**config.mk**
```make
export PLATFORM = sky130hd
export DESIGN_NAME = adc_gain_offset_output_ctrl
export DESIGN_NICKNAME = d
export VERILOG_FILES = /design/src/core/agoc_pkg.sv /design/src/core/agoc_chan_if.sv /design/src/core/adc_gain_offset_output_ctrl.sv /design/src/core/agoc_channel.sv
export SDC_FILE = /design/constraint.sdc
export NUM_CORES = 2
export LEC_CHECK = 0
export BUFFER_PORTS_ARGS = -buffer_cell sky130_fd_sc_hd__buf_4
export CORE_MARGIN = 2
export CORE_UTILIZATION = 40
export DETAILED_ROUTE_END_ITERATION = 8
export MAX_ROUTING_LAYER = met4
export SETUP_SLACK_MARGIN = 0.3
export SLEW_MARGIN = 20
export SYNTH_ARGS = -nofsm -noshare
export SYNTH_HDL_FRONTEND = slang
export SYNTH_SLANG_ARGS = --single-unit
```
**constraint.sdc**
```tcl
create_clock -name ref_clk -period 29.4 [get_ports ref_clk]
set_input_delay 7.35 -clock ref_clk [delete_from_list [all_inputs] [get_ports ref_clk]]
set_output_delay 7.35 -clock ref_clk [all_outputs]
set_load 0.01 [all_outputs]
```
**src/core/agoc_pkg.sv**
```systemverilog
package agoc_pkg;

    // ------------------------------------------------------------------
    // Data path
    // ------------------------------------------------------------------
    localparam int SAMPLE_W      = 11;
    localparam int PAIR_COUNT    = 6;
    localparam int GAIN_W        = 4;
    localparam int SHAPER_W      = 6;
    localparam int LOOP_SPEED_W  = 4;
    localparam int ACC_W         = 48;
    localparam int PIN_SYNC_DEPTH = 3;

    // ------------------------------------------------------------------
    // Codes and reset values
    // ------------------------------------------------------------------
    localparam logic [5:0] SHAPER_MAX      = 6'h36;
    localparam logic [5:0] SHAPER_WIDE_MIN = 6'h28;
    localparam logic [3:0] GAIN_MAX        = 4'hc;
    localparam logic [3:0] LOOP_SPEED_MAX  = 4'hb;
    localparam logic [3:0] LOOP_SPEED_RST  = 4'h0;
    localparam logic [3:0] GAIN_RST        = 4'h0;
    localparam logic [5:0] SHAPER_RST      = 6'h00;
    // Base shift: time constant of 1M (2^20) samples at code 0
    localparam int LOOP_BASE_SHIFT = 20;
    // Offset window: 10 mV of a 2 V full scale over 2048 codes, about 10.2 codes, rounded up to 11
    localparam logic [10:0] DC_LIMIT = 11'h00b;

    typedef enum logic [1:0] {
        AGOC_HALF_LOW  = 2'b01,
        AGOC_HALF_HIGH = 2'b10
    } agoc_half_t;

endpackage : agoc_pkg

```
**src/core/agoc_chan_if.sv**
```systemverilog
`timescale 1ns/1ns
interface agoc_chan_if;
    logic signed [10:0] rawSample;
    logic signed [10:0] outSample;
    logic               sampleStrobe;
    logic               gainOn;
    logic        [3:0]  gainCode;
    logic               cancelOn;
    logic               cancelHold;
    logic        [3:0]  loopSpeed;

    modport ctrl (output rawSample, sampleStrobe, gainOn, gainCode, cancelOn, cancelHold, loopSpeed,
                  input  outSample);
    modport chan (input  rawSample, sampleStrobe, gainOn, gainCode, cancelOn, cancelHold, loopSpeed,
                  output outSample);
endinterface : agoc_chan_if

```
**src/core/adc_gain_offset_output_ctrl.sv**
```systemverilog
`timescale 1ns/1ns
// Behaviour
// - Accept shaper codes up to 54
// - Gain 0 to 6 dB, half-dB steps
// - Gain disabled after reset until enabled
// - Mode bits enable gain, then gain code
// - Cancel DC offset up to 10 mV
// - Estimate and subtract offset every sample
// - Four-bit loop speed, codes above 11 reserved
// - Hold freezes estimate, keeps applying it
// - Offset cancel off after reset
// - Two 11-bit channels, one shared clock
// - One bit picks DDR LVDS or CMOS
// - DDR: two bits per pair per period
// - CMOS: one bit per pin per cycle
module adc_gain_offset_output_ctrl #(
    parameter int SAMPLE_W = agoc_pkg::SAMPLE_W
) (
    input  wire logic                ref_clk,
    input  wire logic                sys_rst,
    input  wire logic                sampleClockPin,
    input  wire logic [SAMPLE_W-1:0] chanASample,
    input  wire logic [SAMPLE_W-1:0] chanBSample,
    input  wire logic                digitalModeOne,
    input  wire logic                digitalModeTwo,
    input  wire logic [3:0]          gainCode,
    input  wire logic                dc_cancel_enable,
    input  wire logic [3:0]          dc_cancel_loop_speed,
    input  wire logic                dc_cancel_hold,
    input  wire logic [5:0]          noise_shaper_select,
    input  wire logic                noise_shaper_pin_bypass,
    input  wire logic                lvdsMode,
    output logic      [5:0]          shaperCode,
    output logic                     shaperWide,
    output logic                     shaperActive,
    output logic      [5:0]          lvdsPairA,
    output logic      [5:0]          lvdsPairB,
    output logic      [SAMPLE_W-1:0] cmosDataA,
    output logic      [SAMPLE_W-1:0] cmosDataB,
    output logic                     forwarded_sample_clock
);
    // ------------------------------------------------------------------
    // Sampling clock pin synchroniser and edge detection
    // ------------------------------------------------------------------
    logic [agoc_pkg::PIN_SYNC_DEPTH-1:0] clkSync;
    logic                                clkLevel;

    always_ff @(posedge ref_clk or posedge sys_rst) begin
        if (sys_rst) begin
            clkSync <= '0;
        end else begin
            clkSync <= {clkSync[1:0], sampleClockPin};
        end
    end

    wire clkAgree  = clkSync[1] == clkSync[2];
    wire next_clkLevel = clkAgree ? clkSync[2] : clkLevel;
    wire clkRise   = next_clkLevel && !clkLevel;
    wire clkFall   = !next_clkLevel && clkLevel;

    always_ff @(posedge ref_clk or posedge sys_rst) begin
        if (sys_rst) begin
            clkLevel <= 1'b0;
        end else begin
            clkLevel <= next_clkLevel;
        end
    end

    // ------------------------------------------------------------------
    // Sample capture on the rising sampling clock edge
    // ------------------------------------------------------------------
    logic [SAMPLE_W-1:0] capA;
    logic [SAMPLE_W-1:0] capB;
    logic                capStrobe;

    always_ff @(posedge ref_clk or posedge sys_rst) begin
        if (sys_rst) begin
            capA      <= '0;
            capB      <= '0;
            capStrobe <= 1'b0;
        end else begin
            capStrobe <= clkRise;
            if (clkRise) begin
                capA <= chanASample;
                capB <= chanBSample;
            end
        end
    end

    // ------------------------------------------------------------------
    // Mode decoding
    // ------------------------------------------------------------------
    wire bothModes = digitalModeOne && digitalModeTwo;
    wire gainOn    = bothModes;
    wire cancelOn  = bothModes && dc_cancel_enable;

    // ------------------------------------------------------------------
    // Per-channel gain and offset paths
    // ------------------------------------------------------------------
    agoc_chan_if chanIf [2] ();
    wire [SAMPLE_W-1:0] capSel [2];
    wire [SAMPLE_W-1:0] chanOut [2];
    assign capSel[0] = capA;
    assign capSel[1] = capB;

    genvar ch;
    generate
        for (ch = 0; ch < 2; ch++) begin : g_chan
            assign chanIf[ch].rawSample    = $signed(capSel[ch]);
            assign chanIf[ch].sampleStrobe = capStrobe;
            assign chanIf[ch].gainOn       = gainOn;
            assign chanIf[ch].gainCode     = gainCode;
            assign chanIf[ch].cancelOn     = cancelOn;
            assign chanIf[ch].cancelHold   = dc_cancel_hold;
            assign chanIf[ch].loopSpeed    = dc_cancel_loop_speed;
            assign chanOut[ch]             = chanIf[ch].outSample;

            agoc_channel u_chan (
                .ref_clk (ref_clk),
                .sys_rst (sys_rst),
                .bus     (chanIf[ch])
            );
        end
    endgenerate

    // ------------------------------------------------------------------
    // Noise-shaper selection, taken when the pin bypass bit rises
    // ------------------------------------------------------------------
    logic bypassSeen;
    wire  shaperLoad = noise_shaper_pin_bypass && !bypassSeen && digitalModeTwo;
    wire  shaperOk   = noise_shaper_select <= agoc_pkg::SHAPER_MAX;

    always_ff @(posedge ref_clk or posedge sys_rst) begin
        if (sys_rst) begin
            bypassSeen   <= 1'b0;
            shaperCode   <= agoc_pkg::SHAPER_RST;
            shaperWide   <= 1'b0;
            shaperActive <= 1'b0;
        end else begin
            bypassSeen <= noise_shaper_pin_bypass;
            if (!noise_shaper_pin_bypass) begin
                shaperActive <= 1'b0;
            end else if (shaperLoad && shaperOk) begin
                shaperCode   <= noise_shaper_select;
                shaperWide   <= noise_shaper_select >= agoc_pkg::SHAPER_WIDE_MIN;
                shaperActive <= 1'b1;
            end
        end
    end

    // ------------------------------------------------------------------
    // Output port: DDR pairs or parallel CMOS
    // ------------------------------------------------------------------
    // Pad to an even width so bit pairs map cleanly onto six lanes
    wire [2*agoc_pkg::PAIR_COUNT-1:0] padA = {{(2*agoc_pkg::PAIR_COUNT-SAMPLE_W){1'b0}}, chanOut[0]};
    wire [2*agoc_pkg::PAIR_COUNT-1:0] padB = {{(2*agoc_pkg::PAIR_COUNT-SAMPLE_W){1'b0}}, chanOut[1]};
    wire [5:0] evenA;
    wire [5:0] oddA;
    wire [5:0] evenB;
    wire [5:0] oddB;

    genvar p;
    generate
        for (p = 0; p < agoc_pkg::PAIR_COUNT; p++) begin : g_pair
            assign evenA[p] = padA[2*p];
            assign oddA[p]  = padA[2*p+1];
            assign evenB[p] = padB[2*p];
            assign oddB[p]  = padB[2*p+1];
        end
    endgenerate

    agoc_pkg::agoc_half_t half;

    always_ff @(posedge ref_clk or posedge sys_rst) begin
        if (sys_rst) begin
            half <= agoc_pkg::AGOC_HALF_LOW;
        end else if (clkRise) begin
            half <= agoc_pkg::AGOC_HALF_LOW;
        end else if (clkFall) begin
            half <= agoc_pkg::AGOC_HALF_HIGH;
        end
    end

    wire lowHalf = (half == agoc_pkg::AGOC_HALF_LOW);
    // CMOS outputs update two cycles after the sampling edge, once the sample has settled
    logic [1:0] edgePipe;

    always_ff @(posedge ref_clk or posedge sys_rst) begin
        if (sys_rst) begin
            edgePipe <= 2'b00;
        end else begin
            edgePipe <= {edgePipe[0], capStrobe};
        end
    end

    wire dataTick = edgePipe[0];

    always_ff @(posedge ref_clk or posedge sys_rst) begin
        if (sys_rst) begin
            lvdsPairA              <= '0;
            lvdsPairB              <= '0;
            cmosDataA              <= '0;
            cmosDataB              <= '0;
            forwarded_sample_clock <= 1'b0;
        end else begin
            forwarded_sample_clock <= clkLevel;
            if (lvdsMode) begin
                lvdsPairA <= lowHalf ? evenA : oddA;
                lvdsPairB <= lowHalf ? evenB : oddB;
                cmosDataA <= '0;
                cmosDataB <= '0;
            end else begin
                lvdsPairA <= '0;
                lvdsPairB <= '0;
                if (dataTick) begin
                    cmosDataA <= chanOut[0];
                    cmosDataB <= chanOut[1];
                end
            end
        end
    end

endmodule : adc_gain_offset_output_ctrl

```
**src/core/agoc_channel.sv**
```systemverilog
`timescale 1ns/1ns
module agoc_channel (
    input  wire logic    ref_clk,
    input  wire logic    sys_rst,
    agoc_chan_if.chan    bus
);
    // ------------------------------------------------------------------
    // Offset estimate
    // ------------------------------------------------------------------
    logic signed [agoc_pkg::ACC_W-1:0] dcAcc;
    wire  signed [agoc_pkg::ACC_W-1:0] rawWide   = agoc_pkg::ACC_W'(bus.rawSample);
    wire  [5:0]                        shiftBy   = 6'(agoc_pkg::LOOP_BASE_SHIFT) + {2'b00, bus.loopSpeed};
    wire  signed [agoc_pkg::ACC_W-1:0] estWide   = dcAcc >>> shiftBy;
    wire  signed [agoc_pkg::ACC_W-1:0] limWide   = agoc_pkg::ACC_W'(agoc_pkg::DC_LIMIT);
    wire  signed [agoc_pkg::ACC_W-1:0] estClip   = (estWide > limWide) ? limWide :
                                                   (estWide < -limWide) ? -limWide : estWide;
    wire  signed [11:0]                estimate  = 12'(estClip);
    wire  signed [agoc_pkg::ACC_W-1:0] next_dcAcc = dcAcc + rawWide - estWide;
    wire                               speedOk   = bus.loopSpeed <= agoc_pkg::LOOP_SPEED_MAX;

    always_ff @(posedge ref_clk or posedge sys_rst) begin
        if (sys_rst) begin
            dcAcc <= '0;
        end else if (!bus.cancelOn) begin
            dcAcc <= '0;
        end else if (bus.sampleStrobe && !bus.cancelHold && speedOk) begin
            dcAcc <= next_dcAcc;
        end
    end

    // ------------------------------------------------------------------
    // Subtraction, gain and saturation
    // ------------------------------------------------------------------
    wire signed [11:0] corrected = 12'(bus.rawSample) - (bus.cancelOn ? estimate : 12'sh000);
    wire        [3:0]  gainSel   = (bus.gainCode > agoc_pkg::GAIN_MAX) ? agoc_pkg::GAIN_MAX : bus.gainCode;
    wire        [3:0]  gainUse   = bus.gainOn ? gainSel : 4'h0;
    // Gain factor 10^(g/40) in Q12 for half-dB steps
    logic       [15:0] gainMul;
    always_comb begin
        case (gainUse)
            4'h0:    gainMul = 16'h1000;
            4'h1:    gainMul = 16'h10f3;
            4'h2:    gainMul = 16'h11f4;
            4'h3:    gainMul = 16'h1304;
            4'h4:    gainMul = 16'h1425;
            4'h5:    gainMul = 16'h1556;
            4'h6:    gainMul = 16'h169a;
            4'h7:    gainMul = 16'h17f1;
            4'h8:    gainMul = 16'h195c;
            4'h9:    gainMul = 16'h1adc;
            4'ha:    gainMul = 16'h1c74;
            4'hb:    gainMul = 16'h1e23;
            default: gainMul = 16'h1fed;
        endcase
    end
    wire signed [28:0] scaled  = 29'(corrected) * $signed({1'b0, gainMul});
    wire signed [16:0] scaledQ = 17'(scaled >>> 12);
    wire signed [10:0] clipped = (scaledQ > 17'sd1023) ? 11'sh3ff :
                                 (scaledQ < -17'sd1024) ? 11'sh400 : 11'(scaledQ);

    always_ff @(posedge ref_clk or posedge sys_rst) begin
        if (sys_rst) begin
            bus.outSample <= '0;
        end else if (bus.sampleStrobe) begin
            bus.outSample <= clipped;
        end
    end
endmodule : agoc_channel

```
==> results.md <==
| Result | Value | Unit |
|---|---|---|
| Number of clock sinks seen by CTS | 192 | - |
| Static leakage | 15.37 | nW |
| Power density relative to cell area | 114.9 | nW/um^2 |
| Setup repair after global routing missed its margin | false | - |
| Number of cells on the critical path | 46 | - |
| Synth Instances | 3,625 | - |
| Met1 Usage GRT | 29.46 | % |
| Nets@finish | 4,249 | - |
| Aggregate global-route resource usage | 22.37 | % |
| Portion of the post-synthesis area used by sequential elements | 16.16 | % |
| Final number of hold-violating endpoints | 0 | - |
| Total number of H-tree levels | 4 | - |
| Clock insertion delay at the later pin of the skew report | 500 | ps |
| Post-cts resize count | 0 | - |
| Outcome | complete, no violations | - |
| Rel. slew slack | 24.76 | % |
| Die height | 276.6 | um |
| Kind of critical path | primary input to flip-flop | - |
| Worst hold path stage count | 0 | - |
| Worst-case hold slack | 354.1 | ps |
| Floorplan row count | 99 | - |
| Worst reg2reg setup slack | 17,220 | ps |
| Flip-flop and latch count after synthesis | 192 | - |
| GP Congestion | 0.9299 | - |
| Max-slew violation total from the final report | 0 | - |
| Final setup viols | 0 | - |
| Critical R2R Launch | g_chan[1].u_chan.dcAcc[47]$_DFFE_PP0P_ | - |
| Total internal power | 1.699 | mW |
| Largest incremental delay on the critical path | 860 | ps |
| Final wirelength | 81.37 | mm |
| Leading register cell type out of synthesis | sky130_fd_sc_hd__dfrtp_1 | - |
| Total congestion overflow | 0 | - |
| Residual antenna-violating net count after detailed routing | 0 | - |
| Number of ports placed on the die boundary | 88 | - |
| Global-route track usage on met3 | 3.206 | % |
| Crit Reg-Reg Endpoint | g_chan[1].u_chan.bus.outSample[6]$_DFFE_PP0P_ | - |
| Global routing met2 resource utilization | 36.10 | % |
| Area growth, synth to finish | 7.415 | % |
| Root Driver | sky130_fd_sc_hd__clkbuf_16 | - |
| Number of hold buffers added after CTS | 0 | - |
| Top Usage Layer GRT | met2 | - |
| Cell count of the worst reg-to-reg path | 44 | - |
| Share of layout cells above drive strength 1 | 7.147 | % |
| Fraction of power consumed by sequential logic | 9.3 | % |
| Number of synthesized flops with an enable pin | 0 | - |
| Post-synth ARST share | 100.0 | % |
| Synth warnings | 0 | - |
| Overall die area | 76,520 | sq um |
| # diodes | 0 | - |
| First-pass GRT wire length | 133.1 | mm |
| Setup bufs post-CTS | 0 | - |
| DR pass1 iterations | 7 | - |
| Mean Syn Cell Area | 8.202 | sq um |
| Transition time at the pin with the least slew margin | 1117 | ps |
| Starting density of the core | 40.54 | % |
| Finished Core Util | 43.55 | % |
| Max-cap violations | 0 | - |
| Via-per-instance ratio | 5.380 | - |
| Power dissipated by switching net loads | 1.969 | mW |
| DRC violation count after routing | 0 | - |
| Sum Neg Setup Slack | 0 | ps |
| Maximum count of clock buffers along a single path | 2 | - |
| Number of distinct standard cells referenced by the synthesized netlist | 79 | - |
| Worst Skew | 20.67 | ps |
| Fmax achieved | 49.58 | MHz |
| Switching portion of total power | 53.68 | % |
| Die W | 276.6 | um |
| Peak ir drop on the vdd network | 146.6 | uV |
| Part of the total power dissipated in the clock network | 7.2 | % |
| Path type of the worst min-delay path | flip-flop to flip-flop | - |
| Filler Cell Count | 7,455 | - |
| Pin count of the biggest net entering global routing | 124 | - |
| Syn nets | 4,263 | - |
| Total buffers and inverters traversed by the critical path | 7 | - |
| Slowest-stage cell, CP | sky130_fd_sc_hd__inv_1 | - |
| Placeable core region | 73,330 | sq um |
| Final HPWL from detailed placement | 63.37 | mm |
| Number of buffers created by CTS | 17 | - |
| Final critical-path share of the clock period | 68.60 | % |
| Power consumption | 3.668 | mW |
| Antenna violations before repair | 0 | - |
| Vias | 24,660 | - |
| Launch instance of the worst min-delay path | clkSync[0]$_DFF_PP0_ | - |
| Final critical-path required period | 20,170 | ps |
| Worst hold path endpoint | clkSync[1]$_DFF_PP0_ | - |
| Comb pwr share | 83.4 | % |
| Clock transition at the register clock pins on the worst setup and hold paths after CTS | 80 | ps |
| Critical Path RT | 29,740 | ps |
| Dominant delay contributor by cell family on the critical path | adder cells | - |
| Initial DRC Count | 1,940 | - |
| TritonCTS clock tree | built | - |
| Cell area after technology mapping | 29,730 | sq um |
| I/O Buffers | 87 | - |
| Worst endpoint data arrival time | 20,510 | ps |
| Largest fanout of any net on the critical path | 74 | - |
| Routed length per instance | 17.75 | um |
| Worst Setup End Kind | flip-flop | - |
| Via count of the first global-routing pass | 24,320 | - |
| Critical Path Start Type | primary input | - |
## power groups by stage
stage / Clock [mW] / Combinational, mW / Sequential (mW)
4_1_cts: 0.275 / 3.11 / 0.345
3_3_place_gp: 0 / 3.07 / 0.350
3_5_place_dp: 0 / 3.08 / 0.350
5_1_grt: 0.283 / 3.52 / 0.348
6_report: 0.265 / 3.06 / 0.343
2_1_floorplan: 0 / 2.36 / 0.340
## registers in the layout (all words and copies together), names as in the netlist
register,cells
bypassSeen,1
capA,11
capB,11
capStrobe,1
clkLevel,1
clkSync,3
cmosDataA,11
cmosDataB,11
edgePipe,1
forwarded_sample_clock,1
g_chan.u_chan.bus.outSample,22
g_chan.u_chan.dcAcc,96
half,2
lvdsPairA,6
lvdsPairB,6
shaperActive,1
shaperCode,6
shaperWide,1
## layout by cell type, fill, tap and decap left out, types with 34 or more instances in the layout
master                    instances
sky130_fd_sc_hd__a21oi_1        234
sky130_fd_sc_hd__dfrtp_1        191
sky130_fd_sc_hd__fa_1           316
sky130_fd_sc_hd__nand3_1         44
sky130_fd_sc_hd__inv_1          604
sky130_fd_sc_hd__nor3_1          34
sky130_fd_sc_hd__o21ai_0        170
sky130_fd_sc_hd__mux2i_1         97
sky130_fd_sc_hd__buf_4          131
sky130_fd_sc_hd__a21o_1          58
sky130_fd_sc_hd__nand2_1        591
sky130_fd_sc_hd__mux4_2          40
sky130_fd_sc_hd__xor2_1          42
sky130_fd_sc_hd__xnor2_1         81
sky130_fd_sc_hd__nor2_1         224
sky130_fd_sc_hd__ha_1           275
## metal layers
metal | part of all wire [%] | wire (um) | vias up
met5 | 0 | 0 | -
met4 | 2.4 | 1968 | 0
met3 | 5.2 | 4207 | 87
met2 | 48 | 38900 | 599
met1 | 45 | 36300 | 12170
li1 | - | - | 11800
## worst max path at each step
stage	startpoint	end	slack [ps]
4_1_cts	dc_cancel_loop_speed[2]	g_chan[1].u_chan.bus.outSample[6]$_DFFE_PP0P_	9380
2_1_floorplan	dc_cancel_loop_speed[2]	g_chan[0].u_chan.bus.outSample[0]$_DFFE_PP0P_	11810
6_report	dc_cancel_loop_speed[2]	g_chan[1].u_chan.bus.outSample[6]$_DFFE_PP0P_	9230
3_5_place_dp	dc_cancel_loop_speed[2]	g_chan[1].u_chan.bus.outSample[9]$_DFFE_PP0P_	8910
3_3_place_gp	dc_cancel_loop_speed[2]	g_chan[1].u_chan.bus.outSample[3]$_DFFE_PP0P_	9110
5_1_grt	dc_cancel_loop_speed[2]	g_chan[1].u_chan.bus.outSample[2]$_DFFE_PP0P_	7930
## cells by family (layout without fill, tap and decap cells)
family	Yosys count	in the layout	synth area share, %
flip-flops	192	192	16.16
buffers and inverters	782	781	10.06
multiplexers	156	156	7.015
AO/OA/AOI/OAI	698	698	14.48
AND/OR/NAND/NOR	1080	1080	15.69
adder cells (fa/ha/maj)	594	594	32.97
XOR/XNOR	123	123	3.623
## stage by stage
stage / worst slack [ps] / area [sq um] / std cells
final: 9231 / 31940 / 4583
after global routing: 7933 / 31940 / 4583
after CTS: 9381 / 31940 / 4583
after detailed placement: 8906 / 31290 / 4551
after global placement: 9111 / 31290 / 4551
after floorplan: 11810 / 29730 / 3625
## area by class of cell
| cell class | instances | area [sq um] | share of cell area (%) |
|---|---|---|---|
| clock buffer | 17 | 425.4 | 1.332 |
| timing repair buffer | 131 | 983.4 | 3.079 |
| multi-input combinational | 2651 | 21970 | 68.79 |
| inverter | 618 | 2327 | 7.287 |
| sequential | 192 | 4806 | 15.05 |
| tap | 959 | 1200 | 3.757 |
| clock inverter | 15 | 225.2 | 0.7052 |
## cells in the mapped netlist, types with 13 or more instances
cell / instances / area [sq um]
sky130_fd_sc_hd__o21ai_0: 172 / 860.8
sky130_fd_sc_hd__a21boi_0: 17 / 127.6
sky130_fd_sc_hd__dfrtp_1: 191 / 4780
sky130_fd_sc_hd__and3_1: 29 / 181.4
sky130_fd_sc_hd__nand4_1: 18 / 112.6
sky130_fd_sc_hd__mux2i_1: 97 / 970.9
sky130_fd_sc_hd__nand3_1: 44 / 220.2
sky130_fd_sc_hd__and2_1: 29 / 181.4
sky130_fd_sc_hd__mux2_2: 19 / 214.0
sky130_fd_sc_hd__xnor2_1: 81 / 709.4
sky130_fd_sc_hd__nand2_1: 592 / 2222
sky130_fd_sc_hd__nor4_1: 14 / 87.58
sky130_fd_sc_hd__a211oi_1: 21 / 157.7
sky130_fd_sc_hd__nand2b_1: 27 / 168.9
sky130_fd_sc_hd__a31oi_1: 31 / 193.9
sky130_fd_sc_hd__buf_1: 19 / 71.32
sky130_fd_sc_hd__clkbuf_1: 128 / 480.5
sky130_fd_sc_hd__a21o_1: 58 / 435.4
sky130_fd_sc_hd__o211ai_1: 18 / 135.1
sky130_fd_sc_hd__nor2b_1: 20 / 125.1
sky130_fd_sc_hd__o21bai_1: 24 / 180.2
sky130_fd_sc_hd__or3_1: 13 / 81.33
sky130_fd_sc_hd__o21a_1: 31 / 232.7
sky130_fd_sc_hd__fa_1: 316 / 6326
sky130_fd_sc_hd__nor2_1: 224 / 840.8
sky130_fd_sc_hd__inv_1: 607 / 2278
sky130_fd_sc_hd__ha_1: 277 / 3466
sky130_fd_sc_hd__xor2_1: 42 / 367.9
sky130_fd_sc_hd__a21oi_1: 235 / 1176
sky130_fd_sc_hd__nor3_1: 36 / 180.2
sky130_fd_sc_hd__mux4_2: 40 / 900.9
(Power assumes the default switching activity.)
